## src/hdl/nv_filter_regs.vh

```
// register offsets, field positions and timing counts for the nonvolatile settings block
// included by the settings top and its fuse array; definitions only
`ifndef NV_FILTER_REGS_VH
`define NV_FILTER_REGS_VH

// register offsets on the serial port register index
`define OFF_CONFIG          5'h01
`define OFF_CAL_STROBE      5'h04
`define OFF_CAL_STATUS      5'h08
`define OFF_NV_SETTINGS     5'h0A
`define OFF_NV_PROG_ENABLE  5'h0B
`define OFF_OTP_BIT_ADDR    5'h0C
`define OFF_OTP_STROBE      5'h0D
`define OFF_SELFTEST_EN     5'h0E
`define OFF_SELFTEST_RESULT 5'h0F

// nonvolatile settings word fields
`define NV_FINE_LSB         0
`define NV_FINE_MSB         3
`define NV_COARSE_LSB       4
`define NV_COARSE_MSB       6
`define NV_GAIN_BIT         7
`define NV_BYPASS_BIT       8
`define NV_AMP_BIAS_LSB     9
`define NV_AMP_BIAS_MSB     10
`define NV_DRV_BIAS_LSB     11
`define NV_DRV_BIAS_MSB     12
`define NV_VALID_BIT        13
`define NV_COARSE3_BIT      14
`define NV_ZIN_BIT          15

// other fields
`define CFG_NV_SELECT_BIT   0
`define STATUS_CAL_BUSY_BIT 4
`define STATUS_NV_BUSY_BIT  5
`define RESULT_BUSY_BIT     16

// reset values and crc polynomial
`define RST_BIT_ADDR        4'h0
`define RST_SIGNATURE       16'h0000
`define RST_CRC_SEED        16'hFFFF
`define CRC_POLY            16'h1021

// timing
`define FUSE_BURN_NS        10000
`define CLK_PERIOD_NS       8
`define FUSE_BURN_CYCLES    ((`FUSE_BURN_NS + `CLK_PERIOD_NS - 1) / `CLK_PERIOD_NS)
`define SELFTEST_STEPS      256

`endif

```

## src/hdl/nv_filter_settings.v

```verilog
// nonvolatile settings readback, fuse programming and rc self-test control
// assumes a host register port synchronous to I_CLK, one-cycle write/read strobes
`timescale 1ns/100ps
`default_nettype none
`include "nv_filter_regs.vh"

// Operation
// - nv word [3:0] shows stored fine code
// - nv word [6:4] shows stored coarse low bits
// - nv word bit 14 shows coarse MSB
// - nv word bit 15 shows input impedance
// - bias copies at [10:9] and [12:11]
// - gain bit 7, bypass bit 8
// - stored settings used only when valid flag
// - valid clear forces config bit 0 low
// - 4-bit fuse address register at 0Ch
// - write to 0Dh burns addressed fuse
// - 0Eh bit 0 enables self-test mode
// - 0Fh [15:0] reports self-test signature
// - 0Fh bit 16 high until self-test done
// - write to 04h starts calibration or self-test
// - status bit 5 high while burning
module nv_filter_settings #(
    parameter BURN_CYCLES    = `FUSE_BURN_CYCLES,
    parameter SELFTEST_STEPS = `SELFTEST_STEPS
) (
    // clock and reset
    input  wire        I_CLK,
    input  wire        I_SYS_RST,
    // register port
    input  wire        I_REG_WR,
    input  wire        I_REG_RD,
    input  wire [4:0]  I_REG_ADDR,
    input  wire [23:0] I_REG_WDATA,
    output reg  [23:0] O_REG_RDATA,
    output reg         O_REG_RVALID,
    // live configuration from the surrounding register file
    input  wire [23:0] I_CONFIG_REG,
    input  wire [3:0]  I_CAL_FINE_CODE,
    input  wire        I_CAL_BUSY,
    // self-test data from the calibration engine
    input  wire [7:0]  I_SELFTEST_DATA,
    // outputs to the filter core
    output reg         O_CAL_START,
    output reg         O_SELFTEST_ACTIVE,
    output wire        O_NV_SELECT,
    output wire [15:0] O_NV_SETTINGS
);

    localparam ST_IDLE = 3'b001;
    localparam ST_BURN = 3'b010;
    localparam ST_TEST = 3'b100;

    reg  [2:0]  state_q;
    reg  [2:0]  state_d;
    reg         prog_en_q;
    reg  [3:0]  bit_addr_q;
    reg         selftest_en_q;
    reg  [15:0] crc_q;
    reg  [15:0] crc_d;
    reg  [15:0] signature_q;
    reg         st_busy_q;
    reg  [31:0] count_q;
    reg  [31:0] count_d;
    reg         burn_q;
    reg         cal_start_d;
    reg  [23:0] rdata_d;
    wire [15:0] nv_word;
    wire        nv_valid;
    wire [3:0]  nv_fine_code;
    wire [2:0]  nv_coarse_low;
    wire        nv_high_gain_select;
    wire        nv_bypass_sel;
    wire [1:0]  nv_amp_bias;
    wire [1:0]  nv_drv_bias;
    wire        nv_coarse_msb;
    wire        nv_input_impedance_sel;
    wire        wr_strobe;
    wire        wr_cal;
    wire        wr_prog_en;
    wire        wr_bit_addr;
    wire        wr_st_en;
    wire        burn_go;
    wire        test_go;
    wire        test_done;
    wire        nv_write_in_progress;
    wire        selftest_running;
    integer     k;

    // write decodes, one per writable register or strobe offset
    assign wr_strobe   = I_REG_WR && (I_REG_ADDR == `OFF_OTP_STROBE);
    assign wr_cal      = I_REG_WR && (I_REG_ADDR == `OFF_CAL_STROBE);
    assign wr_prog_en  = I_REG_WR && (I_REG_ADDR == `OFF_NV_PROG_ENABLE);
    assign wr_bit_addr = I_REG_WR && (I_REG_ADDR == `OFF_OTP_BIT_ADDR);
    assign wr_st_en    = I_REG_WR && (I_REG_ADDR == `OFF_SELFTEST_EN);

    nv_fuse_array #(
        .WIDTH (16),
        .AW    (4)
    ) u_fuse (
        .i_clk       (I_CLK),
        .i_rst       (I_SYS_RST),
        .i_burn      (burn_q),
        .i_burn_addr (bit_addr_q),
        .o_word      (nv_word)
    );

    // field layout is the fuse layout, so each field passes through in place
    assign nv_fine_code           = nv_word[`NV_FINE_MSB:`NV_FINE_LSB];
    assign nv_coarse_low          = nv_word[`NV_COARSE_MSB:`NV_COARSE_LSB];
    assign nv_high_gain_select    = nv_word[`NV_GAIN_BIT];
    assign nv_bypass_sel          = nv_word[`NV_BYPASS_BIT];
    assign nv_amp_bias            = nv_word[`NV_AMP_BIAS_MSB:`NV_AMP_BIAS_LSB];
    assign nv_drv_bias            = nv_word[`NV_DRV_BIAS_MSB:`NV_DRV_BIAS_LSB];
    assign nv_valid               = nv_word[`NV_VALID_BIT];
    assign nv_coarse_msb          = nv_word[`NV_COARSE3_BIT];
    assign nv_input_impedance_sel = nv_word[`NV_ZIN_BIT];

    assign O_NV_SETTINGS = {
        nv_input_impedance_sel,
        nv_coarse_msb,
        nv_valid,
        nv_drv_bias,
        nv_amp_bias,
        nv_bypass_sel,
        nv_high_gain_select,
        nv_coarse_low,
        nv_fine_code
    };

    // stored settings only take effect with the valid flag burnt in
    assign O_NV_SELECT = I_CONFIG_REG[`CFG_NV_SELECT_BIT] & nv_valid;

    // programming enable: fuse burn strobes at 0Dh are ignored until this is set
    always @(posedge I_CLK or posedge I_SYS_RST) begin
        if (I_SYS_RST) begin
            prog_en_q <= 1'b0;
        end else if (wr_prog_en) begin
            prog_en_q <= I_REG_WDATA[0];
        end
    end

    // fuse bit address for the next strobe
    always @(posedge I_CLK or posedge I_SYS_RST) begin
        if (I_SYS_RST) begin
            bit_addr_q <= `RST_BIT_ADDR;
        end else if (wr_bit_addr) begin
            bit_addr_q <= I_REG_WDATA[3:0];
        end
    end

    // self-test mode enable, steers the next calibration strobe
    always @(posedge I_CLK or posedge I_SYS_RST) begin
        if (I_SYS_RST) begin
            selftest_en_q <= 1'b0;
        end else if (wr_st_en) begin
            selftest_en_q <= I_REG_WDATA[0];
        end
    end

    // sequencer: fuse burn, self-test, or pass-through of calibration start
    always @* begin
        state_d     = state_q;
        count_d     = count_q;
        cal_start_d = 1'b0;
        case (state_q)
            ST_IDLE: begin
                count_d = 32'd0;
                if (wr_strobe && prog_en_q) begin
                    state_d = ST_BURN;
                end else if (wr_cal && selftest_en_q) begin
                    state_d = ST_TEST;
                end else if (wr_cal) begin
                    cal_start_d = 1'b1;
                end
            end
            ST_BURN: begin
                if (count_q >= BURN_CYCLES - 1) begin
                    state_d = ST_IDLE;
                end else begin
                    count_d = count_q + 32'd1;
                end
            end
            ST_TEST: begin
                if (count_q >= SELFTEST_STEPS - 1) begin
                    state_d = ST_IDLE;
                end else begin
                    count_d = count_q + 32'd1;
                end
            end
            default: begin
                state_d = ST_IDLE;
            end
        endcase
    end

    // crc-16 over the engine's self-test bytes, msb first
    always @* begin
        crc_d = crc_q;
        for (k = 7; k >= 0; k = k - 1) begin
            if (crc_d[15] ^ I_SELFTEST_DATA[k]) begin
                crc_d = {crc_d[14:0], 1'b0} ^ `CRC_POLY;
            end else begin
                crc_d = {crc_d[14:0], 1'b0};
            end
        end
    end

    // sequencer events, decoded once for the registers below
    assign burn_go   = (state_q == ST_IDLE) && (state_d == ST_BURN);
    assign test_go   = (state_q == ST_IDLE) && (state_d == ST_TEST);
    assign test_done = (state_q == ST_TEST) && (state_d == ST_IDLE);

    always @(posedge I_CLK or posedge I_SYS_RST) begin
        if (I_SYS_RST) begin
            state_q <= ST_IDLE;
            count_q <= 32'd0;
        end else begin
            state_q <= state_d;
            count_q <= count_d;
        end
    end

    // one-cycle burn pulse on entry to the burn state
    always @(posedge I_CLK or posedge I_SYS_RST) begin
        if (I_SYS_RST) begin
            burn_q            <= 1'b0;
            O_CAL_START       <= 1'b0;
            O_SELFTEST_ACTIVE <= 1'b0;
        end else begin
            burn_q            <= burn_go;
            O_CAL_START       <= cal_start_d;
            O_SELFTEST_ACTIVE <= (state_d == ST_TEST);
        end
    end

    // signature is only replaced at the end, so a read mid-test never shows a partial crc
    always @(posedge I_CLK or posedge I_SYS_RST) begin
        if (I_SYS_RST) begin
            crc_q       <= `RST_CRC_SEED;
            signature_q <= `RST_SIGNATURE;
            st_busy_q   <= 1'b0;
        end else if (test_go) begin
            crc_q     <= `RST_CRC_SEED;
            st_busy_q <= 1'b1;
        end else if (state_q == ST_TEST) begin
            crc_q <= crc_d;
            if (test_done) begin
                signature_q <= crc_d;
                st_busy_q   <= 1'b0;
            end
        end
    end

    // busy flags as the host reads them
    assign nv_write_in_progress = (state_q == ST_BURN);
    assign selftest_running     = st_busy_q;

    // read mux; unmapped and write-only offsets read zero
    always @* begin
        rdata_d = 24'h00_0000;
        case (I_REG_ADDR)
            `OFF_CAL_STATUS: begin
                rdata_d[3:0]                 = I_CAL_FINE_CODE;
                rdata_d[`STATUS_CAL_BUSY_BIT] = I_CAL_BUSY;
                rdata_d[`STATUS_NV_BUSY_BIT]  = nv_write_in_progress;
            end
            `OFF_NV_SETTINGS: begin
                rdata_d[15:0] = O_NV_SETTINGS;
            end
            `OFF_NV_PROG_ENABLE: begin
                rdata_d[0] = prog_en_q;
            end
            `OFF_OTP_BIT_ADDR: begin
                rdata_d[3:0] = bit_addr_q;
            end
            `OFF_SELFTEST_EN: begin
                rdata_d[0] = selftest_en_q;
            end
            `OFF_SELFTEST_RESULT: begin
                rdata_d[15:0]             = signature_q;
                rdata_d[`RESULT_BUSY_BIT] = selftest_running;
            end
            default: begin
                rdata_d = 24'h00_0000;
            end
        endcase
    end

    always @(posedge I_CLK or posedge I_SYS_RST) begin
        if (I_SYS_RST) begin
            O_REG_RDATA  <= 24'h00_0000;
            O_REG_RVALID <= 1'b0;
        end else begin
            O_REG_RVALID <= I_REG_RD;
            if (I_REG_RD) begin
                O_REG_RDATA <= rdata_d;
            end
        end
    end

endmodule // nv_filter_settings

`default_nettype wire

```

## src/hdl/nv_fuse_array.v

```verilog
// one-time-programmable fuse word: bits only ever go from 0 to 1
// assumes a single clock; a burn pulse sets the addressed bit, readout is registered
`timescale 1ns/100ps
`default_nettype none
`include "nv_filter_regs.vh"

module nv_fuse_array #(
    parameter WIDTH  = 16,
    parameter AW     = 4
) (
    // clock and reset
    input  wire             i_clk,
    input  wire             i_rst,
    // burn port
    input  wire             i_burn,
    input  wire [AW-1:0]    i_burn_addr,
    // readout
    output reg  [WIDTH-1:0] o_word
);

    wire [WIDTH-1:0] burn_hit;
    reg  [WIDTH-1:0] fuse_q;
    genvar g;

    // one address match per fuse bit
    generate
        for (g = 0; g < WIDTH; g = g + 1) begin : g_fuse
            localparam [AW-1:0] BIT_ADDR = g;
            assign burn_hit[g] = i_burn && (i_burn_addr == BIT_ADDR);
        end
    endgenerate

    // fuse contents model a blank part after power-up; a burn never clears a bit
    always @(posedge i_clk or posedge i_rst) begin
        if (i_rst) begin
            fuse_q <= {WIDTH{1'b0}};
        end else begin
            fuse_q <= fuse_q | burn_hit;
        end
    end

    always @(posedge i_clk or posedge i_rst) begin
        if (i_rst) begin
            o_word <= {WIDTH{1'b0}};
        end else begin
            o_word <= fuse_q;
        end
    end

endmodule // nv_fuse_array

`default_nettype wire
```

## config.mk

```make
export PLATFORM = sky130hd
export DESIGN_NAME = nv_filter_settings
export DESIGN_NICKNAME = d
export VERILOG_FILES = /design/src/hdl/nv_filter_settings.v /design/src/hdl/nv_fuse_array.v
export VERILOG_INCLUDE_DIRS = /design/src /design/src/hdl
export SDC_FILE = /design/constraint.sdc
export NUM_CORES = 1
export LEC_CHECK = 0
export ABC_AREA = 1
export CAP_MARGIN = 20
export CELL_PAD_IN_SITES_DETAIL_PLACEMENT = 1
export CELL_PAD_IN_SITES_GLOBAL_PLACEMENT = 1
export CORE_MARGIN = 1
export CORE_UTILIZATION = 45
export CTS_BUF_LIST = sky130_fd_sc_hd__clkbuf_16
export CTS_CLUSTER_DIAMETER = 80
export CTS_CLUSTER_SIZE = 24
export DETAILED_ROUTE_END_ITERATION = 6
export DONT_BUFFER_PORTS = 1
export HOLD_SLACK_MARGIN = 0.08
export PLACE_DENSITY_LB_ADDON = 0.1
export SYNTH_ARGS = -nofsm -noshare
export SYNTH_HDL_FRONTEND = slang
export SYNTH_SLANG_ARGS = --single-unit
```

## constraint.sdc

```tcl
create_clock -name I_CLK -period 5.13 [get_ports I_CLK]
set_input_delay 0.513 -clock I_CLK [delete_from_list [all_inputs] [get_ports I_CLK]]
set_output_delay 0.513 -clock I_CLK [all_outputs]
set_load 0.02 [all_outputs]
```

* After elaboration in Yosys (flattened, before gate mapping)
Cells that the tools add are included.
** Storage, ports and cells
- Bits in registers :: 127
- Input port bits :: 70
- Output and inout port bits :: 44
- Logic and storage cells :: 131
** Operators by class
- Add/sub/neg operators :: 1
- Magnitude comparators :: 2
- Equality and inequality tests :: 31
- Multiplexer cells :: 30
- Bitwise operators :: 19
- Reductions and logical operators :: 33
** Operators with widths (count)
- two-way mux 13 bit :: 8
- one-hot mux 32 bit (3 select lines) :: 1
- two-way mux 32 bit :: 2
- == test 5 x 4 -> 1 bit, second input constant :: 7
- adder 32 x 1 -> 32 bit, second input constant :: 1
- == test 4 bit, second input constant :: 8
- greater-or-equal comparator 32 x 11 -> 1 bit, second input constant :: 1
- greater-or-equal comparator 32 x 8 -> 1 bit, second input constant :: 1
- two-way mux 16 bit :: 2
- logical AND 1 bit :: 26
- NOT 3 bit :: 8
- one-hot mux 10 bit (2 select lines) :: 1
- == test 4 x 3 -> 1 bit, second input constant :: 4
- OR 16 bit :: 1
- two-way mux 3 bit :: 4
- one-hot mux 3 bit (4 select lines) :: 1
- one-hot mux 3 bit (3 select lines) :: 1
- == test 4 x 2 -> 1 bit, second input constant :: 2
- two-way mux 1 bit :: 8
- XOR 1 bit :: 8
- == test 3 x 1 -> 1 bit, second input constant :: 2
- == test 3 x 2 -> 1 bit, second input constant :: 2
- == test 3 bit, second input constant :: 2
- one-hot mux 1 bit (6 select lines) :: 1
- other kinds (11) :: 14

* Logic depth before layout (Yosys ltp)
Gate-level depths: netlist (run 1).
- Depth after elaboration :: 18
- Depth in mapped cells :: 15
- Mapped depth without buffers :: 13

* Modules after synthesis
From an unflattened synthesis (run 1), not the netlist that was laid out.
** Second synthesis, totals
- Cells, all modules :: 689
- Area total of the unflattened synthesis :: 5829.3 um^2
** Modules (own cells, without submodules)
- nv_filter_settings :: instances 1, cells each 615, area each 4808.4 um^2, seq. area each 2398.6 um^2
- nv_fuse_array :: instances 1, cells each 74, area each 1021.0 um^2, seq. area each 800.8 um^2

* Least setup slack after synthesis (run 1)
OpenSTA, ideal clock, no wires.
- Path type :: reg-to-reg
- Start point :: register count_q[0]
- End point :: register count_q[0]
- Setup time :: 117 ps
- Arrival time :: 1598 ps
- Required time :: 5013 ps
- Slack :: 3415 ps
- Stages on the path, launching flop included :: 16
- Path buffers :: 2
- Period minus slack after synthesis :: 1715 ps
- Cell sequence :: dfrtp_1 > clkbuf_1 > inv_1 > ha_1 > inv_1 > nor2_1 > nand2_1 > nand2_1 > nand2_1 > nand2_1 > nand2_1 > nand2_1 > nand3_4 > buf_6 > nand2_1 > nand2_1
** Between the ends
- Word-level cells in the longest chain between the ends :: 3
- Elaborated cells between the ends (all ways) :: 9
- Those cells by class :: 1 x add/sub; 2 x order compare; 2 x eq/ne; 3 x mux; 1 x reduce/logical
** Ends and longest elaborated chain
- start, declared :: line nv_filter_settings.v:63 : reg [31:0] count_q;
- start signal, assigned :: line nv_filter_settings.v:220 : count_q <= count_d;
- adder 32 x 1 -> 32 bit (tied with other cells) :: line nv_filter_settings.v:181, nv_filter_settings.v:188
- two-way mux 32 bit (tied with other cells) :: line nv_filter_settings.v:185 : if (count_q >= SELFTEST_STEPS - 1) begin
- one-hot mux 32 bit (3 select lines) / AND reduction 3 bit (equally long branches)
Several ways; a longest one is shown, not always the timed one. The select of a mux whose other input is x is not followed.
A chain may end at the register's enable or synchronous reset.

* Worst setup path in the final report (run 1)
- Start point :: register count_q[0]
- End point :: register count_q[4]
The elaborated chain is that of the path after synthesis.

==> summary.md, run 1 <==
| Metric | Value |
|---|---|
| Horiz. Die Dim | 115 um |
| Worst-Skew Late Latency | 0.42 ns |
| Power Density | 411 mW/mm^2 |
| Number of global-route vias before repair | 4896 |
| Hold_ws | 0.0988 ns |
| Non-filler cells, final | 858 |
| Clock root cell | clkbuf_16 |
| # IOs | 114 |
| Area leader, netlist | dfrtp_1 |
| Largest cells by area after synthesis | dfrtp_1 48%, nand2_1 14%, dfstp_2 7.7% |
| Synthesized instance count | 674 |
| Die ar. | 0.0133 mm^2 |
| CTS tree | yes |
| GP Congestion | 0.800 |
| Final worst-path cycle share | 0.528 |
| Clock skew | 0.00852 ns |
| Placed Cells | 826 |
| Setup tns final | 0 ns |
| Tightest Pin Transition | 0.923 ns |
| FF-to-FF End | count_q[4] |
| Peak VDD IR | 0.179 mV |
| Max FO, Critical Path | 32 |
| Final Hold Viols | 0 |
| Inserted Clock Buffers | 17 |
| Netlist cell types | 34 |
| Vias after detailed routing | 4466 |
| Synth Cell Area | 0.00577 mm^2 |
| Critical Path End Type | flop |
| Synth Area per Inst | 8.57 um^2 |
| Number of H-tree levels | 4 |
| Synth warn | 0 |
| PostCTS Resize Cnt | 0 |
| Final Max Slew Viols | 0 |
| Setup Crit Path Kind | flop to flop |
| CTS max path bufs | 2 |
| Starting density of the core | 0.459 |
| Worst Hold Class | input pin to async pin |
| CP arrival | 3.01 ns |
| Via density per instance | 5.21 |
| Asr flop ratio synth | 1.00 |
| Rows | 41 |
| Gr ovfl total | 0 |
| Worst setup SP type | flop |
| Hpwl dp | 9.79 mm |
| Reg-to-reg startpoint | count_q[0] |
| RSZ-0062 raised after global routing | no |
| Critical Path Start | count_q[0] |
| Setup Buffers After CTS | 0 |
| Ys flop type | dfrtp_1 |
| Post-synth EDFFs | 0 |
| Pwr Total | 0.00263 W |
| Clock slew at reported path FFs | 0.06 ns |
| Fillers | 1499 |
| GR Util All Layers | 0.236 |
| Worst Path Required | 5.43 ns |
| Routed WL | 14.2 mm |
| Reg-to-reg slack, setup | 2.42 ns |
| FF-to-FF path depth | 9 |
| DRT Pass-1 Iters | 4 |
| Outcome | complete, no violations |
| Hold Buf Count CTS | 0 |
| Antenna cells | 0 |
| Core Area | 0.0126 mm^2 |
| Post-layout nets | 746 |
| Highest clock rate | 369 MHz |
| Sink Count | 127 |
| Post-synthesis sequential area ratio | 0.554 |
| DR WL/cell | 16.5 um |
| Area share of the largest cell type after synthesis | 0.477 |
| Top-count cell post-synth | nand2_1 |
| FF+latch count, synth | 127 |
| Util after Layout | 0.510 |
| First-pass GRT wire length | 23.7 mm |
| Final min period | 2.71 ns |
| Die Y | 115 um |
| Largest net degree at the start of global routing | 71 |
| Setup-failing EPs final | 0 |
| Max_cap viols | 0 |
| Register area | 0.00320 mm^2 |
| Iter 0 DRT Violations | 160 |
| Final ANT Viol Nets | 0 |
| Top cells by count, synth | 218 x nand2_1, 110 x dfrtp_1, 72 x inv_1, 63 x nor2_1, 39 x nand3_1 |
| I/O Buffers | 0 |
| LEAKAGE | 3.33 nW |
| Footprint of the multi-input gates | 0.00214 mm^2 |
| Layout overhead on the synthesized area | 10.9% |
| Max_slew headroom | 0.382 |
| DRC Markers | 0 |
| Initial antenna violation count | 0 |
| Share of post-route cells with drive strength above 1 | 0.0918 |
==> sequential cells by signal (all words and copies together), names as in the netlist <==
name,flops
O_REG_RVALID,1
burn_q,1
state_q,3
u_fuse.o_word,16
selftest_en_q,1
u_fuse.fuse_q,16
O_REG_RDATA,17
crc_q,16
bit_addr_q,4
selftest_running,1
signature_q,16
prog_en_q,1
count_q,32
O_SELFTEST_ACTIVE,1
O_CAL_START,1
==> metal layers <==
| layer | vias to the layer above | track usage | share of wire |
|---|---|---|---|
| met5 | - | 0 | 0 |
| met4 | 0 | 0.0918 | 0.018 |
| met3 | 25 | 0.0664 | 0.051 |
| met2 | 71 | 0.415 | 0.51 |
| met1 | 2262 | 0.272 | 0.42 |
| li1 | 2108 | - | - |
==> worst max-delay path by stage <==
stage	to	cells after the start
after global placement	count_q[11]	9
after detailed placement	count_q[1]	9
final	count_q[4]	9
after CTS	count_q[4]	9
after global routing	count_q[23]	9
after floorplan	O_CAL_START	1
==> stage by stage <==
stage | cell area [um^2] | setup slack [ns]
finish | 6400 | 2.42
global route | 6400 | 2.15
CTS | 6400 | 2.36
detailed placement | 5850 | 2.38
global placement | 5850 | 2.50
floorplan | 5800 | 1.26
==> logic make-up (layout without fill, tap and decap cells) <==
logic type | after synthesis | after routing | share of synthesized area
AND/OR/NAND/NOR | 349 | 349 | 0.250
AO/OA/AOI/OAI | 66 | 66 | 0.0724
other | 1 | 7 | 0.000649
buffers and inverters | 103 | 109 | 0.0787
flip-flops | 127 | 127 | 0.554
XOR/XNOR | 25 | 25 | 0.0379
adder cells (fa/ha/maj) | 3 | 3 | 0.00650
==> cell type report <==
class	count	share of cell area
sequential	127	0.500
multi-input combinational	450	0.335
clock buffer	17	0.0664
inverter	76	0.0449
tap	172	0.0336
clock inverter	15	0.0197
timing repair buffer	1	0.00117
==> placed cells by master (no fill, tap or decap), types with 5 or more instances in the layout <==
| master | count |
|---|---|
| a21oi_1 | 7 |
| a31oi_1 | 11 |
| clkbuf_16 | 17 |
| clkinv_4 | 5 |
| conb_1 | 7 |
| dfrtp_1 | 110 |
| dfstp_2 | 17 |
| inv_1 | 73 |
| nand2_1 | 218 |
| nand3_1 | 39 |
| nand4_1 | 16 |
| nor2_1 | 63 |
| nor2_2 | 5 |
| o21ai_0 | 16 |
| o21ai_1 | 5 |
| o21bai_1 | 16 |
| xnor2_1 | 10 |
| xor2_1 | 15 |
==> where the power goes <==
group / total (W) / internal (W) / switching (W)
registers: 0.00123 / 0.00110 / 0.000126
logic: 0.000288 / 0.0000809 / 0.000208
clock network: 0.00111 / 0.000660 / 0.000452
==> worst max-delay path, cell delays in order (launching register included) <==
cell,delay (ns)
dfrtp_1,0.49
ha_1,0.29
nand2_1,0.09
nor2_2,0.06
nand2_1,0.10
nand2_2,0.11
o21ai_4,0.69
nand3_4,0.49
nand2_1,0.19
nand2_1,0.07
(Power assumes the default switching activity.)
==> run 2, diff against run 1 <==
--- a/config.mk
+++ b/config.mk
@@ -11,7 +11,7 @@
 export CELL_PAD_IN_SITES_DETAIL_PLACEMENT = 1
 export CELL_PAD_IN_SITES_GLOBAL_PLACEMENT = 1
 export CORE_MARGIN = 1
-export CORE_UTILIZATION = 45
+export CORE_UTILIZATION = 42
 export CTS_BUF_LIST = sky130_fd_sc_hd__clkbuf_16
 export CTS_CLUSTER_DIAMETER = 80
 export CTS_CLUSTER_SIZE = 24
==> constraint.sdc (replaced) <==
create_clock -name I_CLK -period 2.2 [get_ports I_CLK]
set_input_delay 0.22 -clock I_CLK [delete_from_list [all_inputs] [get_ports I_CLK]]
set_output_delay 0.22 -clock I_CLK [all_outputs]
set_load 0.02 [all_outputs]
==> summary.md, run 2 (synthesis results as in run 1) <==
| Metric | Value |
|---|---|
| Iter 0 DRT Violations | 197 |
| Setup-failing EPs final | 0 |
| Commonest non-fill, non-tap cell in the layout | nand2_1 |
| Clock root cell | clkbuf_16 |
| I/O Buffers | 0 |
| Share of post-route cells with drive strength above 1 | 0.107 |
| DRC Markers | 0 |
| Final min period | 2.06 ns |
| Worst Hold Class | input pin to flop |
| Antenna cells | 0 |
| Layout overhead on the synthesized area | 16.0% |
| Final Hold Viols | 0 |
| Number of global-route vias before repair | 4825 |
| Starting density of the core | 0.433 |
| DRT Pass-1 Iters | 4 |
| Gr ovfl total | 0 |
| Placed Cells | 837 |
| # IOs | 114 |
| Most frequent cells in the layout | 217 x nand2_1, 109 x dfrtp_1, 71 x inv_1 |
| Fillers | 1579 |
| Worst Path Required | 2.56 ns |
| Worst setup SP type | flop |
| Final worst-path cycle share | 0.938 |
| Setup Crit Path Kind | flop to flop |
| Logic pwr share | 0.121 |
| Outcome | complete, no violations |
| Critical Path Start | count_q[0] |
| Power Density | 971 mW/mm^2 |
| Clock slew at reported path FFs | 0.06 ns |
| Sink Count | 127 |
| Vias after detailed routing | 4485 |
| GR Util All Layers | 0.219 |
| DR WL/cell | 16.6 um |
| Highest clock rate | 485 MHz |
| Largest net degree at the start of global routing | 64 |
| CP arrival | 2.42 ns |
| Core Area | 0.0133 mm^2 |
| Setup tns final | 0 ns |
| Die ar. | 0.0142 mm^2 |
| DP Worst Slack | 0.00364 ns |
| Final ANT Viol Nets | 0 |
| Routed WL | 14.6 mm |
| LEAKAGE | 3.46 nW |
| Switching part of the total | 0.304 |
| Initial antenna violation count | 0 |
| GP Congestion | 0.793 |
| Max FFs per register | 32 |
| Sequential power share | 0.440 |
| Pint | 0.00453 W |
| Rows | 42 |
| Peak VDD IR | 0.581 mV |
| Inserted Clock Buffers | 17 |
| Hpwl dp | 10.0 mm |
| CTS tree | yes |
| Max_cap viols | 0 |
| Worst-Skew Late Latency | 0.42 ns |
| Non-filler cells, final | 883 |
| Most flops, register | count_q |
| Horiz. Die Dim | 119 um |
| First-pass GRT wire length | 23.9 mm |
| Via density per instance | 5.08 |
| Reg-to-reg startpoint | count_q[0] |
| Number of H-tree levels | 4 |
| Clock skew | 0.00631 ns |
| Max_slew headroom | 0.482 |
| Fin worst setup slack | 0.137 ns |
| Max FO, Critical Path | 12 |
| Hold path start | I_CAL_BUSY |
| Largest regs | count_q x32, O_REG_RDATA x17 |
| Die Y | 119 um |
| Final Max Slew Viols | 0 |
| Clock share of power | 0.438 |
| Tightest Pin Transition | 0.774 ns |
| CTS max path bufs | 2 |
| Critical Path End Type | flop |
| Psw | 0.00198 W |
| Post-layout nets | 767 |
run 2: final cells by class:
type                            instances  area, um^2  share of cell area
Timing Repair Buffer                   20         205              0.0306
Inverter                               76         292              0.0435
Clock inverter                         15         176              0.0263
Sequential cell                       127        3200               0.478
Multi-Input combinational cell        452        2180               0.325
Tap cell                              176         220              0.0329
Clock buffer                           17         425              0.0635
run 2: per-stage QoR:
stage | power, W | instance area [um^2] | hold WS, ns | util
floorplan | 0.00345 | 5800 | 0.251 | -
global placement | 0.00357 | 5940 | 0.149 | 0.445
detailed placement | 0.00361 | 5940 | 0.158 | 0.445
CTS | 0.00652 | 6660 | 0.0841 | 0.499
global route | 0.00678 | 6700 | 0.138 | 0.502
finish | 0.00651 | 6700 | 0.104 | 0.502
run 2: worst max-delay path, stage by stage (launching register included):
cell	delay (ns)
dfrtp_2	0.48
ha_1	0.27
nand2_1	0.10
nor2_2	0.06
nand2_1	0.12
nand2_2	0.11
o21ai_4	0.34
buf_4	0.28
nand4_1	0.13
nand2_1	0.10
run 2: metal layers:
layer | wire length, um | share of wire | global-route usage | vias up
li1 | - | - | - | 2151
met1 | 6350 | 0.43 | 0.258 | 2251
met2 | 7530 | 0.51 | 0.390 | 70
met3 | 583 | 0.040 | 0.0642 | 13
met4 | 172 | 0.012 | 0.0538 | 0
met5 | 0 | 0 | 0 | -
run 2: timing repair:
action | 4_1_cts | 5_1_grt
endpoints found under the setup margin | 0 | 44
hold endpoints to repair | 39 | 0
hold buffers | 12 | 0
buffers inserted | 0 | 0
resized for setup | 0 | 6
run 2: worst paths after layout:
kind	cells after the start	slack, ns	end
max	9	0.14	count_q[3]
min	4	0.10	O_REG_RDATA[4]
max reg2reg	9	0.14	count_q[3]
min reg2reg	0	0.37	u_fuse.o_word[5]
max in group asynchronous	3	1.18	count_q[0]
min in group asynchronous	2	0.31	signature_q[8]
run 2: power groups by stage:
stage	Clock, W	Sequential [W]	Combinational [W]
2_1_floorplan	0	0.00284	0.000602
3_3_place_gp	0	0.00289	0.000679
3_5_place_dp	0	0.00290	0.000707
4_1_cts	0.00291	0.00287	0.000740
5_1_grt	0.00300	0.00289	0.000886
6_report	0.00285	0.00286	0.000790
